$ cat src/verilog/acpc_pkg.sv
// shared constants and types of the converter control block
package acpc_pkg;

  // ********************************
  // control byte and conversion
  // ********************************
  // control byte as it arrives, msb first
  typedef struct packed {
    logic start;           // always high
    logic [2:0] channel_select;
    logic res_low;         // high asks for the short conversion
    logic input_config_select;
    logic [1:0] power_down_select;
  } acpc_ctrl_byte_t;

  localparam logic [2:0] CB_LAST_IDX = 3'h6;   // seven bits follow start
  localparam logic [3:0] FULL_BITS = 4'hc;     // 12-bit result
  localparam logic [3:0] LOW_BITS = 4'h8;      // 8-bit result
  localparam logic [3:0] OVERLAP_BITS = 4'h4;  // early start of next byte
  localparam logic [1:0] PD_AUTO = 2'h0;       // sleep after each result
  localparam logic [1:0] PD_FULL = 2'h3;       // stay powered
  localparam int unsigned CODE_W = 12;
  localparam int unsigned LOW_PAD = 4;         // zero fill of short codes

  // one finished conversion as stored in the fifo
  typedef struct packed {
    logic [2:0] channel_select;
    logic res_low;
    logic [CODE_W-1:0] code;
  } acpc_result_t;

  localparam int unsigned FIFO_W = 16;
  localparam int unsigned FIFO_DEPTH = 32;

  // control byte receiver states, one-hot
  typedef enum logic [1:0] {
    RX_IDLE = 2'h1,
    RX_CTRL = 2'h2
  } acpc_rx_state_t;

  // ********************************
  // register map
  // ********************************
  localparam int unsigned ADDR_W = 8;
  localparam logic [7:0] ADDR_CTRL = 8'h00;
  localparam logic [7:0] ADDR_STATUS = 8'h04;
  localparam logic [7:0] ADDR_RESULT = 8'h08;
  localparam int unsigned CTRL_LINK_EN = 0;
  localparam logic CTRL_LINK_EN_RST = 1'h1;
  localparam int unsigned ST_POWERED = 0;
  localparam int unsigned ST_CONV = 1;
  localparam int unsigned ST_RX = 2;
  localparam int unsigned ST_VALID = 3;
  localparam int unsigned ST_SPACE = 4;
  localparam int unsigned ST_CFG_LO = 8;
  localparam int unsigned RES_VALID = 31;

endpackage
$ cat src/verilog/acpc_core.sv
// serial conversion sequencer, power control, result fifo and apb slave
//
// Functional notes
// - new control byte may overlap shift-out, 15-clock pacing
// - power-down code 00 sleeps after each conversion
// - wake at conversion start, no wait
// - power-down code 11 stays powered always
// - result is unsigned straight binary code
// - 8-bit mode ends four clocks sooner
// - shutdown pin low powers down at once
// - input ignored until a high start bit
// - control byte msb first, fixed field layout
// - resolution pin low forces 12-bit conversions
// - hold, twelve converting clocks, thirteenth last bit
//
// Added by the designer: the register offsets and the APB interface to the registers.
`timescale 1ns/100ps

// ********************************
// result fifo
// ********************************
module acpc_fifo #(
  parameter int unsigned W = 16,
  parameter int unsigned DEPTH = 32
) (
  input wire logic clk,
  input wire logic reset_n,
  input wire logic in_valid,
  input wire logic [W-1:0] in_data,
  output logic in_ready,
  output logic out_valid,
  output logic [W-1:0] out_data,
  input wire logic out_ready
);
  localparam int unsigned AW = $clog2(DEPTH);
  // whole fifo state, storage included
  typedef struct packed {
    logic [DEPTH-1:0][W-1:0] mem;
    logic [AW-1:0] wp;
    logic [AW-1:0] rp;
    logic [AW:0] cnt;
  } acpc_fifo_state_t;

  acpc_fifo_state_t f_q;
  acpc_fifo_state_t f_d;
  logic push;
  logic pop;

  // full and empty come from the count, so both are exact
  assign in_ready = f_q.cnt != (AW+1)'(DEPTH);
  assign out_valid = f_q.cnt != '0;
  assign out_data = f_q.mem[f_q.rp];

  // next state: write at head, read at tail
  always_comb begin
    f_d = f_q;
    push = in_valid && in_ready;
    pop = out_valid && out_ready;
    if (push) begin
      f_d.mem[f_q.wp] = in_data;
      f_d.wp = f_q.wp + 1'b1;
    end
    if (pop) begin
      f_d.rp = f_q.rp + 1'b1;
    end
    if (push && !pop) begin
      f_d.cnt = f_q.cnt + 1'b1;
    end else if (pop && !push) begin
      f_d.cnt = f_q.cnt - 1'b1;
    end
  end

  // register the whole state
  always_ff @(posedge clk) begin
    if (!reset_n) begin
      f_q <= '0;
    end else begin
      f_q <= f_d;
    end
  end
endmodule

// ********************************
// converter control top
// ********************************
module acpc_core (
  input wire logic clk,
  input wire logic reset_n,
  input wire logic psel,
  input wire logic penable,
  input wire logic pwrite,
  input wire logic [7:0] paddr,
  input wire logic [31:0] pwdata,
  output logic [31:0] prdata,
  output logic pready,
  output logic pslverr,
  input wire logic cs_n_pin,
  input wire logic serial_bit_clock,
  input wire logic din_pin,
  input wire logic res_mode_pin,
  input wire logic shutdown_n_pin,
  input wire logic [11:0] sample_code,
  output logic dout_pin,
  output logic dout_oe,
  output logic busy_pin,
  output logic busy_oe,
  output logic [3:0] mux_sel,
  output logic sample_hold,
  output logic powered
);
  // all state of the block
  typedef struct packed {
    logic sclk_s1;          // pin synchronisers, first stages
    logic sclk_s2;
    logic sclk_s3;          // only for edge detection
    logic cs_s1;
    logic cs_s2;
    logic din_s1;
    logic din_s2;
    logic mode_s1;
    logic mode_s2;
    logic shutdown_n_pin_s1;
    logic shutdown_n_pin_s2;
    acpc_pkg::acpc_rx_state_t rx_state;
    logic [2:0] rx_cnt;     // control bits taken after start
    logic [5:0] rx_sh;      // control bits so far
    acpc_pkg::acpc_ctrl_byte_t cfg;
    logic conv_act;
    logic [3:0] conv_cnt;   // falling edges since hold
    logic [3:0] conv_len;
    logic [11:0] conv_sh;
    logic [11:0] code_q;    // held result
    logic push;
    logic powered;
    logic hold;
    logic dout;
    logic dout_oe;
    logic busy;
    logic busy_oe;
    logic [3:0] mux_sel;
    logic link_en;
    logic [31:0] prdata;
    logic pready;
    logic pslverr;
  } acpc_state_t;

  acpc_state_t s_q;
  acpc_state_t s_d;
  logic sclk_rise;
  logic sclk_fall;
  logic fifo_in_ready;
  logic fifo_out_valid;
  logic fifo_pop;
  logic [acpc_pkg::FIFO_W-1:0] fifo_out;
  acpc_pkg::acpc_result_t res_word;

  // result record of the finished conversion
  assign res_word = '{channel_select: s_q.cfg.channel_select,
                      res_low: s_q.conv_len == acpc_pkg::LOW_BITS,
                      code: s_q.code_q};

  acpc_fifo #(.W(acpc_pkg::FIFO_W), .DEPTH(acpc_pkg::FIFO_DEPTH)) u_fifo (
    .clk(clk),
    .reset_n(reset_n),
    .in_valid(s_q.push),
    .in_data(res_word),
    .in_ready(fifo_in_ready),
    .out_valid(fifo_out_valid),
    .out_data(fifo_out),
    .out_ready(fifo_pop)
  );

  // edges of the synchronised serial clock
  assign sclk_rise = s_q.sclk_s2 && !s_q.sclk_s3;
  assign sclk_fall = !s_q.sclk_s2 && s_q.sclk_s3;
  // pop only at the edge that completes a result read
  assign fifo_pop = psel && penable && s_q.pready && !pwrite &&
                    paddr == acpc_pkg::ADDR_RESULT;

  // length of a conversion from pin and control bit
  function automatic logic [3:0] conv_bits(input logic pin, input logic bit_);
    conv_bits = (pin && bit_) ? acpc_pkg::LOW_BITS : acpc_pkg::FULL_BITS;
  endfunction

  // ********************************
  // next state
  // ********************************
  always_comb begin
    s_d = s_q;
    // two flip-flops on every pin
    s_d.sclk_s1 = serial_bit_clock;
    s_d.sclk_s2 = s_q.sclk_s1;
    s_d.sclk_s3 = s_q.sclk_s2;
    s_d.cs_s1 = cs_n_pin;
    s_d.cs_s2 = s_q.cs_s1;
    s_d.din_s1 = din_pin;
    s_d.din_s2 = s_q.din_s1;
    s_d.mode_s1 = res_mode_pin;
    s_d.mode_s2 = s_q.mode_s1;
    s_d.shutdown_n_pin_s1 = shutdown_n_pin;
    s_d.shutdown_n_pin_s2 = s_q.shutdown_n_pin_s1;
    s_d.push = 1'b0;
    s_d.dout_oe = !s_q.cs_s2;
    s_d.busy_oe = !s_q.cs_s2;

    // control byte receiver, sampled on rising edges
    if (s_q.cs_s2) begin
      // chip select high drops a partial byte
      s_d.rx_state = acpc_pkg::RX_IDLE;
    end else if (sclk_rise) begin
      unique case (s_q.rx_state)
        acpc_pkg::RX_IDLE: begin
          // a start bit counts only when the result can be kept
          // and the running conversion is far enough along
          if (s_q.din_s2 && s_q.link_en && fifo_in_ready &&
              (!s_q.conv_act || s_q.conv_cnt >=
               s_q.conv_len - acpc_pkg::OVERLAP_BITS)) begin
            s_d.rx_state = acpc_pkg::RX_CTRL;
            s_d.rx_cnt = '0;
            s_d.powered = 1'b1;
          end
        end
        acpc_pkg::RX_CTRL: begin
          s_d.rx_sh = {s_q.rx_sh[4:0], s_q.din_s2};
          s_d.rx_cnt = s_q.rx_cnt + 1'b1;
          // mux follows the channel bits once they are known
          if (s_q.rx_cnt == 3'h3) begin
            s_d.mux_sel = {s_q.rx_sh[2:0], 1'b0};
            s_d.hold = 1'b0;
          end
          if (s_q.rx_cnt == acpc_pkg::CB_LAST_IDX) begin
            // byte complete: hold sample and start converting
            s_d.cfg = {1'b1, s_q.rx_sh, s_q.din_s2};
            s_d.mux_sel = {s_q.rx_sh[5:3], s_q.rx_sh[1]};
            s_d.rx_state = acpc_pkg::RX_IDLE;
            s_d.conv_act = 1'b1;
            s_d.conv_cnt = '0;
            s_d.hold = 1'b1;
            // resolution bit sits two places above the last bit taken
            s_d.conv_len = conv_bits(s_q.mode_s2, s_q.rx_sh[2]);
            // short codes keep the upper bits of the straight code
            if (conv_bits(s_q.mode_s2, s_q.rx_sh[2]) ==
                acpc_pkg::LOW_BITS) begin
              s_d.conv_sh = {sample_code[11:acpc_pkg::LOW_PAD],
                             acpc_pkg::LOW_PAD'(0)};
            end else begin
              s_d.conv_sh = sample_code;
            end
            s_d.code_q = s_d.conv_sh;
          end
        end
        default: begin
          s_d.rx_state = acpc_pkg::RX_IDLE;
        end
      endcase
    end

    // result shift-out, updated on falling edges
    if (sclk_fall && !s_q.cs_s2) begin
      if (s_q.conv_act) begin
        s_d.conv_cnt = s_q.conv_cnt + 1'b1;
        if (s_q.conv_cnt == '0) begin
          // first fall after hold: busy marks conversion start
          s_d.busy = 1'b1;
          s_d.dout = 1'b0;
        end else begin
          s_d.busy = 1'b0;
          s_d.dout = s_q.conv_sh[11];
          s_d.conv_sh = {s_q.conv_sh[10:0], 1'b0};
        end
        if (s_q.conv_cnt == s_q.conv_len) begin
          // last bit out: result stored, power as selected
          s_d.conv_act = 1'b0;
          s_d.hold = 1'b0;
          s_d.push = 1'b1;
          if (s_q.cfg.power_down_select == acpc_pkg::PD_AUTO) begin
            s_d.powered = 1'b0;
          end
          // code 11 and the reserved codes leave power on
        end
      end else begin
        // trailing clocks shift zeros
        s_d.dout = 1'b0;
        s_d.busy = 1'b0;
      end
    end

    // shutdown overrides power, conversion, result push, hold, busy and the receiver at once
    if (!s_q.shutdown_n_pin_s2) begin
      s_d.powered = 1'b0;
      s_d.conv_act = 1'b0;
      s_d.push = 1'b0;
      s_d.hold = 1'b0;
      s_d.busy = 1'b0;
      s_d.rx_state = acpc_pkg::RX_IDLE;
    end

    // apb slave: access phase lasts two cycles
    s_d.pready = 1'b0;
    s_d.pslverr = 1'b0;
    if (psel && penable && !s_q.pready) begin
      s_d.pready = 1'b1;
      s_d.prdata = '0;
      unique case (paddr)
        acpc_pkg::ADDR_CTRL: begin
          if (pwrite) begin
            s_d.link_en = pwdata[acpc_pkg::CTRL_LINK_EN];
          end
          s_d.prdata[acpc_pkg::CTRL_LINK_EN] = s_q.link_en;
        end
        acpc_pkg::ADDR_STATUS: begin
          s_d.prdata[acpc_pkg::ST_POWERED] = s_q.powered;
          s_d.prdata[acpc_pkg::ST_CONV] = s_q.conv_act;
          s_d.prdata[acpc_pkg::ST_RX] = s_q.rx_state == acpc_pkg::RX_CTRL;
          s_d.prdata[acpc_pkg::ST_VALID] = fifo_out_valid;
          s_d.prdata[acpc_pkg::ST_SPACE] = fifo_in_ready;
          s_d.prdata[acpc_pkg::ST_CFG_LO +: 8] = s_q.cfg;
        end
        acpc_pkg::ADDR_RESULT: begin
          // head of fifo; an empty fifo reads as zero
          if (fifo_out_valid) begin
            s_d.prdata[acpc_pkg::RES_VALID] = 1'b1;
            s_d.prdata[acpc_pkg::FIFO_W-1:0] = fifo_out;
          end
        end
        default: begin
          s_d.pslverr = 1'b1;
        end
      endcase
    end

    if (!reset_n) begin
      s_d = '0;
      s_d.rx_state = acpc_pkg::RX_IDLE;
      s_d.link_en = acpc_pkg::CTRL_LINK_EN_RST;
      s_d.conv_len = acpc_pkg::FULL_BITS;
    end
  end

  // register the whole state (reset folded in above)
  always_ff @(posedge clk) begin
    s_q <= s_d;
  end

  // every output straight from a flip-flop
  assign prdata = s_q.prdata;
  assign pready = s_q.pready;
  assign pslverr = s_q.pslverr;
  assign dout_pin = s_q.dout;
  assign dout_oe = s_q.dout_oe;
  assign busy_pin = s_q.busy;
  assign busy_oe = s_q.busy_oe;
  assign mux_sel = s_q.mux_sel;
  assign sample_hold = s_q.hold;
  assign powered = s_q.powered;
endmodule

$ cat config.mk
export PLATFORM = sky130hd
export DESIGN_NAME = acpc_core
export DESIGN_NICKNAME = d
export VERILOG_FILES = /design/src/verilog/acpc_pkg.sv /design/src/verilog/acpc_core.sv
export SDC_FILE = /design/constraint.sdc
export NUM_CORES = 1
export LEC_CHECK = 0
export CAP_MARGIN = 20
export CORE_ASPECT_RATIO = 0.9
export CORE_UTILIZATION = 30
export CTS_CLUSTER_SIZE = 8
export DETAILED_ROUTE_END_ITERATION = 8
export DONT_BUFFER_PORTS = 1
export MAX_ROUTING_LAYER = met4
export SLEW_MARGIN = 15
export SYNTH_ARGS = -nofsm -noshare
export SYNTH_HDL_FRONTEND = slang
export SYNTH_SLANG_ARGS = --single-unit
$ cat constraint.sdc
create_clock -name clk -period 4.9 [get_ports clk]
set_input_delay 0.98 -clock clk [delete_from_list [all_inputs] [get_ports clk]]
set_output_delay 0.98 -clock clk [all_outputs]
set_load 0.01 [all_outputs]
==> results of run 1 <==
flip-flops by register name (all words and copies together) (netlist names):
signal       cells
powered          1
res_word        15
dout_pin         1
prdata          17
mux_sel          4
busy_oe          1
sample_hold      1
pslverr          1
s_q             47
pready           1
busy_pin         1
u_fifo.f_q     528
power breakdown:
| part | leakage, nW | internal (W) | switching, W |
|---|---|---|---|
| clock network | 1.13 | 0.00323 | 0.00216 |
| logic | 3.67 | 0.0000679 | 0.0000166 |
| registers | 4.98 | 0.00504 | 0.00000419 |
| total | 9.78 | 0.00834 | 0.00218 |
routing by layer:
metal	share of wire	track usage	wire (µm)
met2	0.46	0.2913	40500
met5	0	-	0
met3	0.064	0.03003	5645
met1	0.45	0.2425	39450
met4	0.032	0.06625	2825
worst reg2reg max path, delay by kind of cell, from the launching register on:
kind | cells | cell delay [ns]
XOR/XNOR | 1 | 0.15
flip-flops | 1 | 0.35
AND/OR/NAND/NOR | 3 | 1.07
adder cells (fa/ha/maj) | 2 | 0.62
AO/OA/AOI/OAI | 4 | 0.90
buffers and inverters | 3 | 0.36
cell type report:
class,count,area (µm²)
Sequential cell,618,12380
Multi-Input combinational cell,2206,14660
Clock inverter,4,71.32
Clock buffer,92,2238
Tap cell,1253,1568
Timing Repair Buffer,85,700.7
Inverter,23,86.33
Fill cell,9722,63080
cells by family after synthesis:
logic type	share of synthesized area
and+or+nand+nor	0.1351
muxes	0.1210
xor gates and xnor gates	0.002740
adders and majority gates	0.008960
DFF	0.4301
buffers and inverters	0.06372
other	0.0001304
AOI/OAI and AO/OA	0.2383
cells in the mapped netlist, types with 26 or more instances:
master    number  area, µm²
buf_2         53      265.3
nor2_1        50      187.7
nand3_1       32      160.2
dfxtp_1      618      12370
buf_4         50      375.4
a21boi_1     102      765.7
mux2i_1       89      890.9
o21ai_0      411       2057
mux4_2       115       2590
clkbuf_1     160      600.6
clkbuf_2      26      130.1
a21boi_0     395       2965
buf_1         69      259.0
nand2_1      686       2575
and2_1        28      175.2
nor2b_1       37      231.5
worst paths after layout:
kind                                                 start                    endpoint  slack, ns  depth (start not counted)
worst max register to register  u_fifo.f_q[0]$_SDFFE_PN0P_  u_fifo.f_q[4]$_SDFFE_PN0P_       1.33                         13
worst min register to register          s_q[99]$_SDFF_PN0_          s_q[98]$_SDFF_PN0_       0.43                          1
worst max-delay path            u_fifo.f_q[0]$_SDFFE_PN0P_  u_fifo.f_q[4]$_SDFFE_PN0P_       1.33                         13
worst min-delay path                    s_q[99]$_SDFF_PN0_          s_q[98]$_SDFF_PN0_       0.43                          1
through the flow:
stage / setup slack [ns] / instances / utilization / cell area, µm²
2_1_floorplan: 1.417 / 3215 / - / 28820
3_3_place_gp: 1.337 / 4183 / 0.3100 / 29380
3_5_place_dp: 1.299 / 4184 / 0.3100 / 29390
4_1_cts: 1.347 / 4280 / 0.3344 / 31700
5_1_grt: 1.127 / 4281 / 0.3345 / 31710
6_report: 1.332 / 4281 / 0.3345 / 31710
==> metrics list, run 1 <==
- Vias in the first global route: 22,096
* Count of distinct cell types in the synthesized netlist: 67
- The signal on the critical path passes through or4_1, o311ai_2, nor3b_1, buf_4, inv_1, ha_1, inv_1, fa_1, a21o_1, a21oi_1, xor2_1, o21ai_0, and2_1.
* Routability Congestion: approximately 0.84
- Between clock sinks in the finished design, the worst skew comes to between 0.02 and 0.03 ns.
* Max transition margin: 0.0001030
* Num ports: ~110
- Fraction of layout instances using a drive strength above 1: 0.1143
- In this run the horizontal extent of the chip is between 300 and 400 µm.
- The worst setup path is captured at a flip-flop.
- Sum of buffers and inverters on the critical path: 3
- Fraction of registers with async set/reset: 0
- In this run the deepest clock path goes through 3 buffers.
* # setup viols final: 0
- Row generation in the floorplan step produced between 100 and 150 rows.
* Iteration-0 DRC count of the detailed router: between 2,000 and 2,500
- Clock root cell: clkbuf_16
- Delay contributed by the slowest stage of the critical path: 0.81 ns
- Setup repair after global routing left no endpoint under its margin.
- In this run the number of H-tree levels came out at 3.
* Clock edge transition at the registers on the reported setup and hold paths: ~0.050 ns
- Most common cell after layout, fill and taps aside: nand2_1
- Pre-antenna DRT Iters: 8
* Hold buffer count at cts: 0
- Aggregate negative setup slack: 0 ns
- The analysis attributes to cell leakage a power of 9.781 nW.
- Final period util: 0.7282
- Number of nets in the layout: between 3,000 and 4,000
- The share of the Yosys chip area taken by registers is 0.4301.
* Worst Max-Slew Pin Slew: around 1.5 ns
- The initial utilization of the core area, before any placement, comes to 0.3035.
* Post-layout min period: between 3 and 4 ns
- Main flop type after synthesis: dfxtp_1
- Count of instances resized after the clock tree is built: 0
- Once detailed placement completed, the half-perimeter wirelength came to roughly 52 mm.
* Power after layout: between 0.01 and 0.015 W
* DR vias: about 23,000
* Number of I/O port buffers: 0
- Required @ worst endpoint: 5.40 ns
* Delay-heaviest family, CP: simple AND/OR/NAND/NOR gates
* Global-route wire length before repair: ~140 mm
* Path type of the worst min-delay path: flip-flop to flip-flop
- Max-cap violations in this run came to 0.
- Startpoint kind of the worst setup timing path: flip-flop
- Wirelength per Cell: slightly above 20 µm
- The synthesized design contains 0 enable-type register cells.
- Worst-path fanout max: 8
- The library cells used most frequently in the layout, excluding fill and tap cells, are nand2_1, dfxtp_1, o21ai_0, a21boi_0, mux4_2.
- Overall routing resource usage: 0.1862
* Postcts setup bufs: 0
- Using the TritonRoute via totals, the vias-per-cell ratio works out to 5.300.
- The die is 295.8 µm tall.
- STA puts the critical path data arrival time at approximately 4.1 ns.
- Power per unit of standard cell area: ~330 nW/µm²
- From synthesis to final layout, the design area changed by 10.22%.
* Ant. Diodes: 0
- Worst path slowest cell: or4_1
- TritonCTS built the clock tree.
- The number of antenna violations at the first check in global routing is 0.
- Largest net degree at the start of global routing: 603
- The flow ran to the end, but the final reports show violations.
- Antenna viol nets, final: 0
- Die footprint: just under 100,000 µm²
- Averaged over all synthesized cells, the footprint is 8.987 µm².
* Number of clock buffers inserted by TritonCTS: between 80 and 90
* Synth Instances: roughly 3,200
* Number of hold violations in the final report: 0
- VDD sags by at most approximately 260 µV.
- The checks that failed: DRC.
* Synth Cell Area: 28,770 µm²
* CP Class: flip-flop to flip-flop
* Later-pin clock latency in the skew report: roughly 0.64 ns
* Overall routed net length: between 80 and 90 mm
- Final slew viol count: 0
* Overflow left after global routing: 0
- Post-synthesis register bit count: slightly above 600
- Clock Sink Count: 618
* Most used cell along the critical path: inv_1
* Hold slack: between 0.4 and 0.5 ns
- Max Fclk: 280.2 MHz
* Total of warnings raised by yosys: 0
- Area inside the core boundary: approximately 95,000 µm²
* DRC violation count after routing: 6
(Power assumes the default switching activity.)
==> inputs of run 2 (changes only) <==
clock period = 3.1 ns   (was 4.9 ns; I/O delays follow)
==> metrics list, run 2 (same netlist as run 1, synthesis figures left out) <==
- The run finished, with violations left.
- The final reports fail on DRC, slew limit.
* Level count of the clock H-tree: 3
- In this run the remaining antenna-violating nets after routing total 0.
- Placed Instance Area: ~30,000 µm²
* Startpoint kind of the worst setup timing path: flip-flop
* Hold buffer count at cts: 0
- Iteration-0 DRC count of the detailed router: ~2,400
* Worst clock skew: ~0.029 ns
- Hold-critical path depth: 1
- Worst ir drop on vdd: 428.8 µV
* Fill cells: 9,741
- After detailed placement, the design holds a cell count of ~4,300.
* Max Root-Sink Buffers: 3
- DRC violation count after routing: 4
- Worst-path fanout max: 7
* Number of vias per cell: 5.285
- Adding up every negative setup slack in the final design gives 0 ns.
- Area inside the core boundary: approximately 95,000 µm²
- Capture point of the worst reg-to-reg path: u_fifo.f_q[5]$_SDFFE_PN0P_
- Vias in the first global route: 22,641
- Count of max-cap constraint violations: 0
- Once layout is complete, the cells apart from fillers number 4,347.
- Once detailed placement completed, the half-perimeter wirelength came to about 56 mm.
- The first global-routing pass estimated between 100 and 150 mm of wire.
* Clock edge transition at the registers on the reported setup and hold paths: about 0.05 ns
- Data arrival at the endpoint of the critical path: 3.40 ns
- The signal on the critical path passes through or4_4, buf_4, o31a_1, ha_1, inv_2, ha_1, a21o_1, a21oi_2, nand4b_1, nand4_1, mux2i_1.
* Fraction of layout instances using a drive strength above 1: 0.1335
- Setup repair after global routing missed its margin: no
- Number of clock buffers inserted by TritonCTS: 87
* Multi-input gate area: between 10,000 and 15,000 µm²
- For the pin with the worst max-slew slack, the measured transition is about 1.6 ns.
* Overall routing resource usage: 0.1893
* Most common cell after layout, fill and taps aside: nand2_1
- For this configuration, the core starts out at a cell density of 0.3035.
- Number of nets in the layout: roughly 3,200
* Max transition margin: -0.04766
- Pre-antenna DRT Iters: 8
- The tree built by TritonCTS fans out to around 620 sinks.
- Summing over every cut layer, the via total after detailed routing is around 23,000.
- Leaving out fill and tap cells, the most frequent cells in the layout are nand2_1, dfxtp_1, o21ai_0, a21boi_0, buf_4.
- Port buffering added 0 buffers.
- The floorplan has approximately 110 rows.
* Worst path slowest cell: or4_4
- Largest net degree at the start of global routing: ~600
- Setup violations remaining at the end of the flow were counted as 0.
* Chip width: 328.4 µm
- The die covers just under 100,000 µm².
- TritonCTS built the clock tree.
- The worst setup path is of the flip-flop to flip-flop kind.
* Most used cell along the critical path: ha_1
* Final slew viol count: 102
- The register with the most flip-flops in the layout has ~530 of them.
- Wirelength per Cell: 20.61 µm
- After detailed routing, the total wire length is ~90 mm.
- 0 antenna diodes ended up in the layout.
- In this run the power density over the cells is 511.1 nW/µm².
* Power after layout: ~0.017 W
- Clock tree synthesis selected as its root buffer the cell clkbuf_16.
- Critical path capture point type: flip-flop
* Hold Startpoint: cs_n_pin
* Hold slack: about 0.14 ns
- Area overhead of the layout relative to synthesis: 12.44%
* Static leakage power: around 10 nW
* Depth of the worst register-to-register path: 11
* Setup slack on the worst flop-to-flop path: 0.20 ns
* Sequential cell area: 12,380 µm²
- Antenna violations before repair: 0
* Register with the most flip-flops: u_fifo.f_q
- Routability Congestion: 0.8647
- Number of hold violations in the final report: 0
* Path type of the worst min-delay path: primary input to flip-flop
* Startpoint of the worst-slack reg-to-reg timing path: u_fifo.f_q[1]$_SDFFE_PN0P_
- Data on the critical path is required at its endpoint by between 3 and 4 ns.
- For hold timing, the worst endpoint is s_q[105]$_SDFF_PN0_.
- Final period util: 0.9346
- For this run the aggregate overflow at the end of global routing stands at 0.
- Post-route cell area: 32,340 µm²
* Delay contributed by the slowest stage of the critical path: 0.56 ns
- Post-layout min period: roughly 2.9 ns
* Max Fclk: approximately 350 MHz
* Vertical extent of the die: 295.8 µm
- Later-pin clock latency in the skew report: about 0.64 ns
- In this run the count of I/O pins placed on the die edge is around 110.
-- run 2: cell types whose count changed in the layout (fill, tap and decap cells not counted), sizes merged --
cell / delta
clkinv: -1
bufinv: -1
buf: +66
inv: +2
-- run 2: what timing repair did --
action	CTS	global route
pin swaps	0	0
setup buffers	0	0
setup endpoints to repair	1	2
resized for setup	1	3
-- run 2: worst max path at each step --
stage	startpoint	end	cells past startpoint
2_1_floorplan	u_fifo.f_q[0]$_SDFFE_PN0P_	u_fifo.f_q[4]$_SDFFE_PN0P_	13
3_3_place_gp	u_fifo.f_q[1]$_SDFFE_PN0P_	u_fifo.f_q[5]$_SDFFE_PN0P_	11
3_5_place_dp	u_fifo.f_q[1]$_SDFFE_PN0P_	u_fifo.f_q[5]$_SDFFE_PN0P_	11
4_1_cts	u_fifo.f_q[1]$_SDFFE_PN0P_	u_fifo.f_q[5]$_SDFFE_PN0P_	11
5_1_grt	u_fifo.f_q[1]$_SDFFE_PN0P_	u_fifo.f_q[4]$_SDFFE_PN0P_	12
6_report	u_fifo.f_q[1]$_SDFFE_PN0P_	u_fifo.f_q[5]$_SDFFE_PN0P_	11
-- run 2: power breakdown --
group	internal [W]	leakage (nW)	switching [W]
combinational	0.000108	4.04	0.0000268
clock	0.00505	1.13	0.00338
sequential	0.00797	4.98	0.00000687
-- run 2: per-stage QoR --
step           setup slack (ns)  utilization
2_1_floorplan           0.06156            -
3_3_place_gp            0.08679       0.3169
3_5_place_dp         -0.0006088       0.3169
4_1_cts                 0.06419       0.3411
5_1_grt                 0.02988       0.3412
6_report                 0.2027       0.3412
-- run 2: area by class of cell --
class | instances | share of cell area
Tap cell | 1253 | 0.04847
Sequential cell | 618 | 0.3828
Multi-Input combinational cell | 2206 | 0.4536
Inverter | 23 | 0.002669
Timing Repair Buffer | 151 | 0.04162
Clock inverter | 4 | 0.001315
Clock buffer | 92 | 0.06951
-- run 2: worst max-delay path, delay by kind of cell, from the launching register on --
| kind | cells | cell delay [ns] |
|---|---|---|
| fa+ha+maj | 2 | 0.47 |
| buf+inv | 2 | 0.33 |
| mux | 1 | 0.15 |
| simple gates | 3 | 0.83 |
| flops | 1 | 0.35 |
| compound gates | 3 | 0.65 |
-- run 2: metal layers --
layer  vias to the layer above  GRT usage  share of wire
met5                         -          -              0
li1                      10769          -              -
met3                       157    0.03946          0.073
met4                         0    0.06092          0.029
met1                     11353     0.2499           0.44
met2                       694     0.2880           0.45
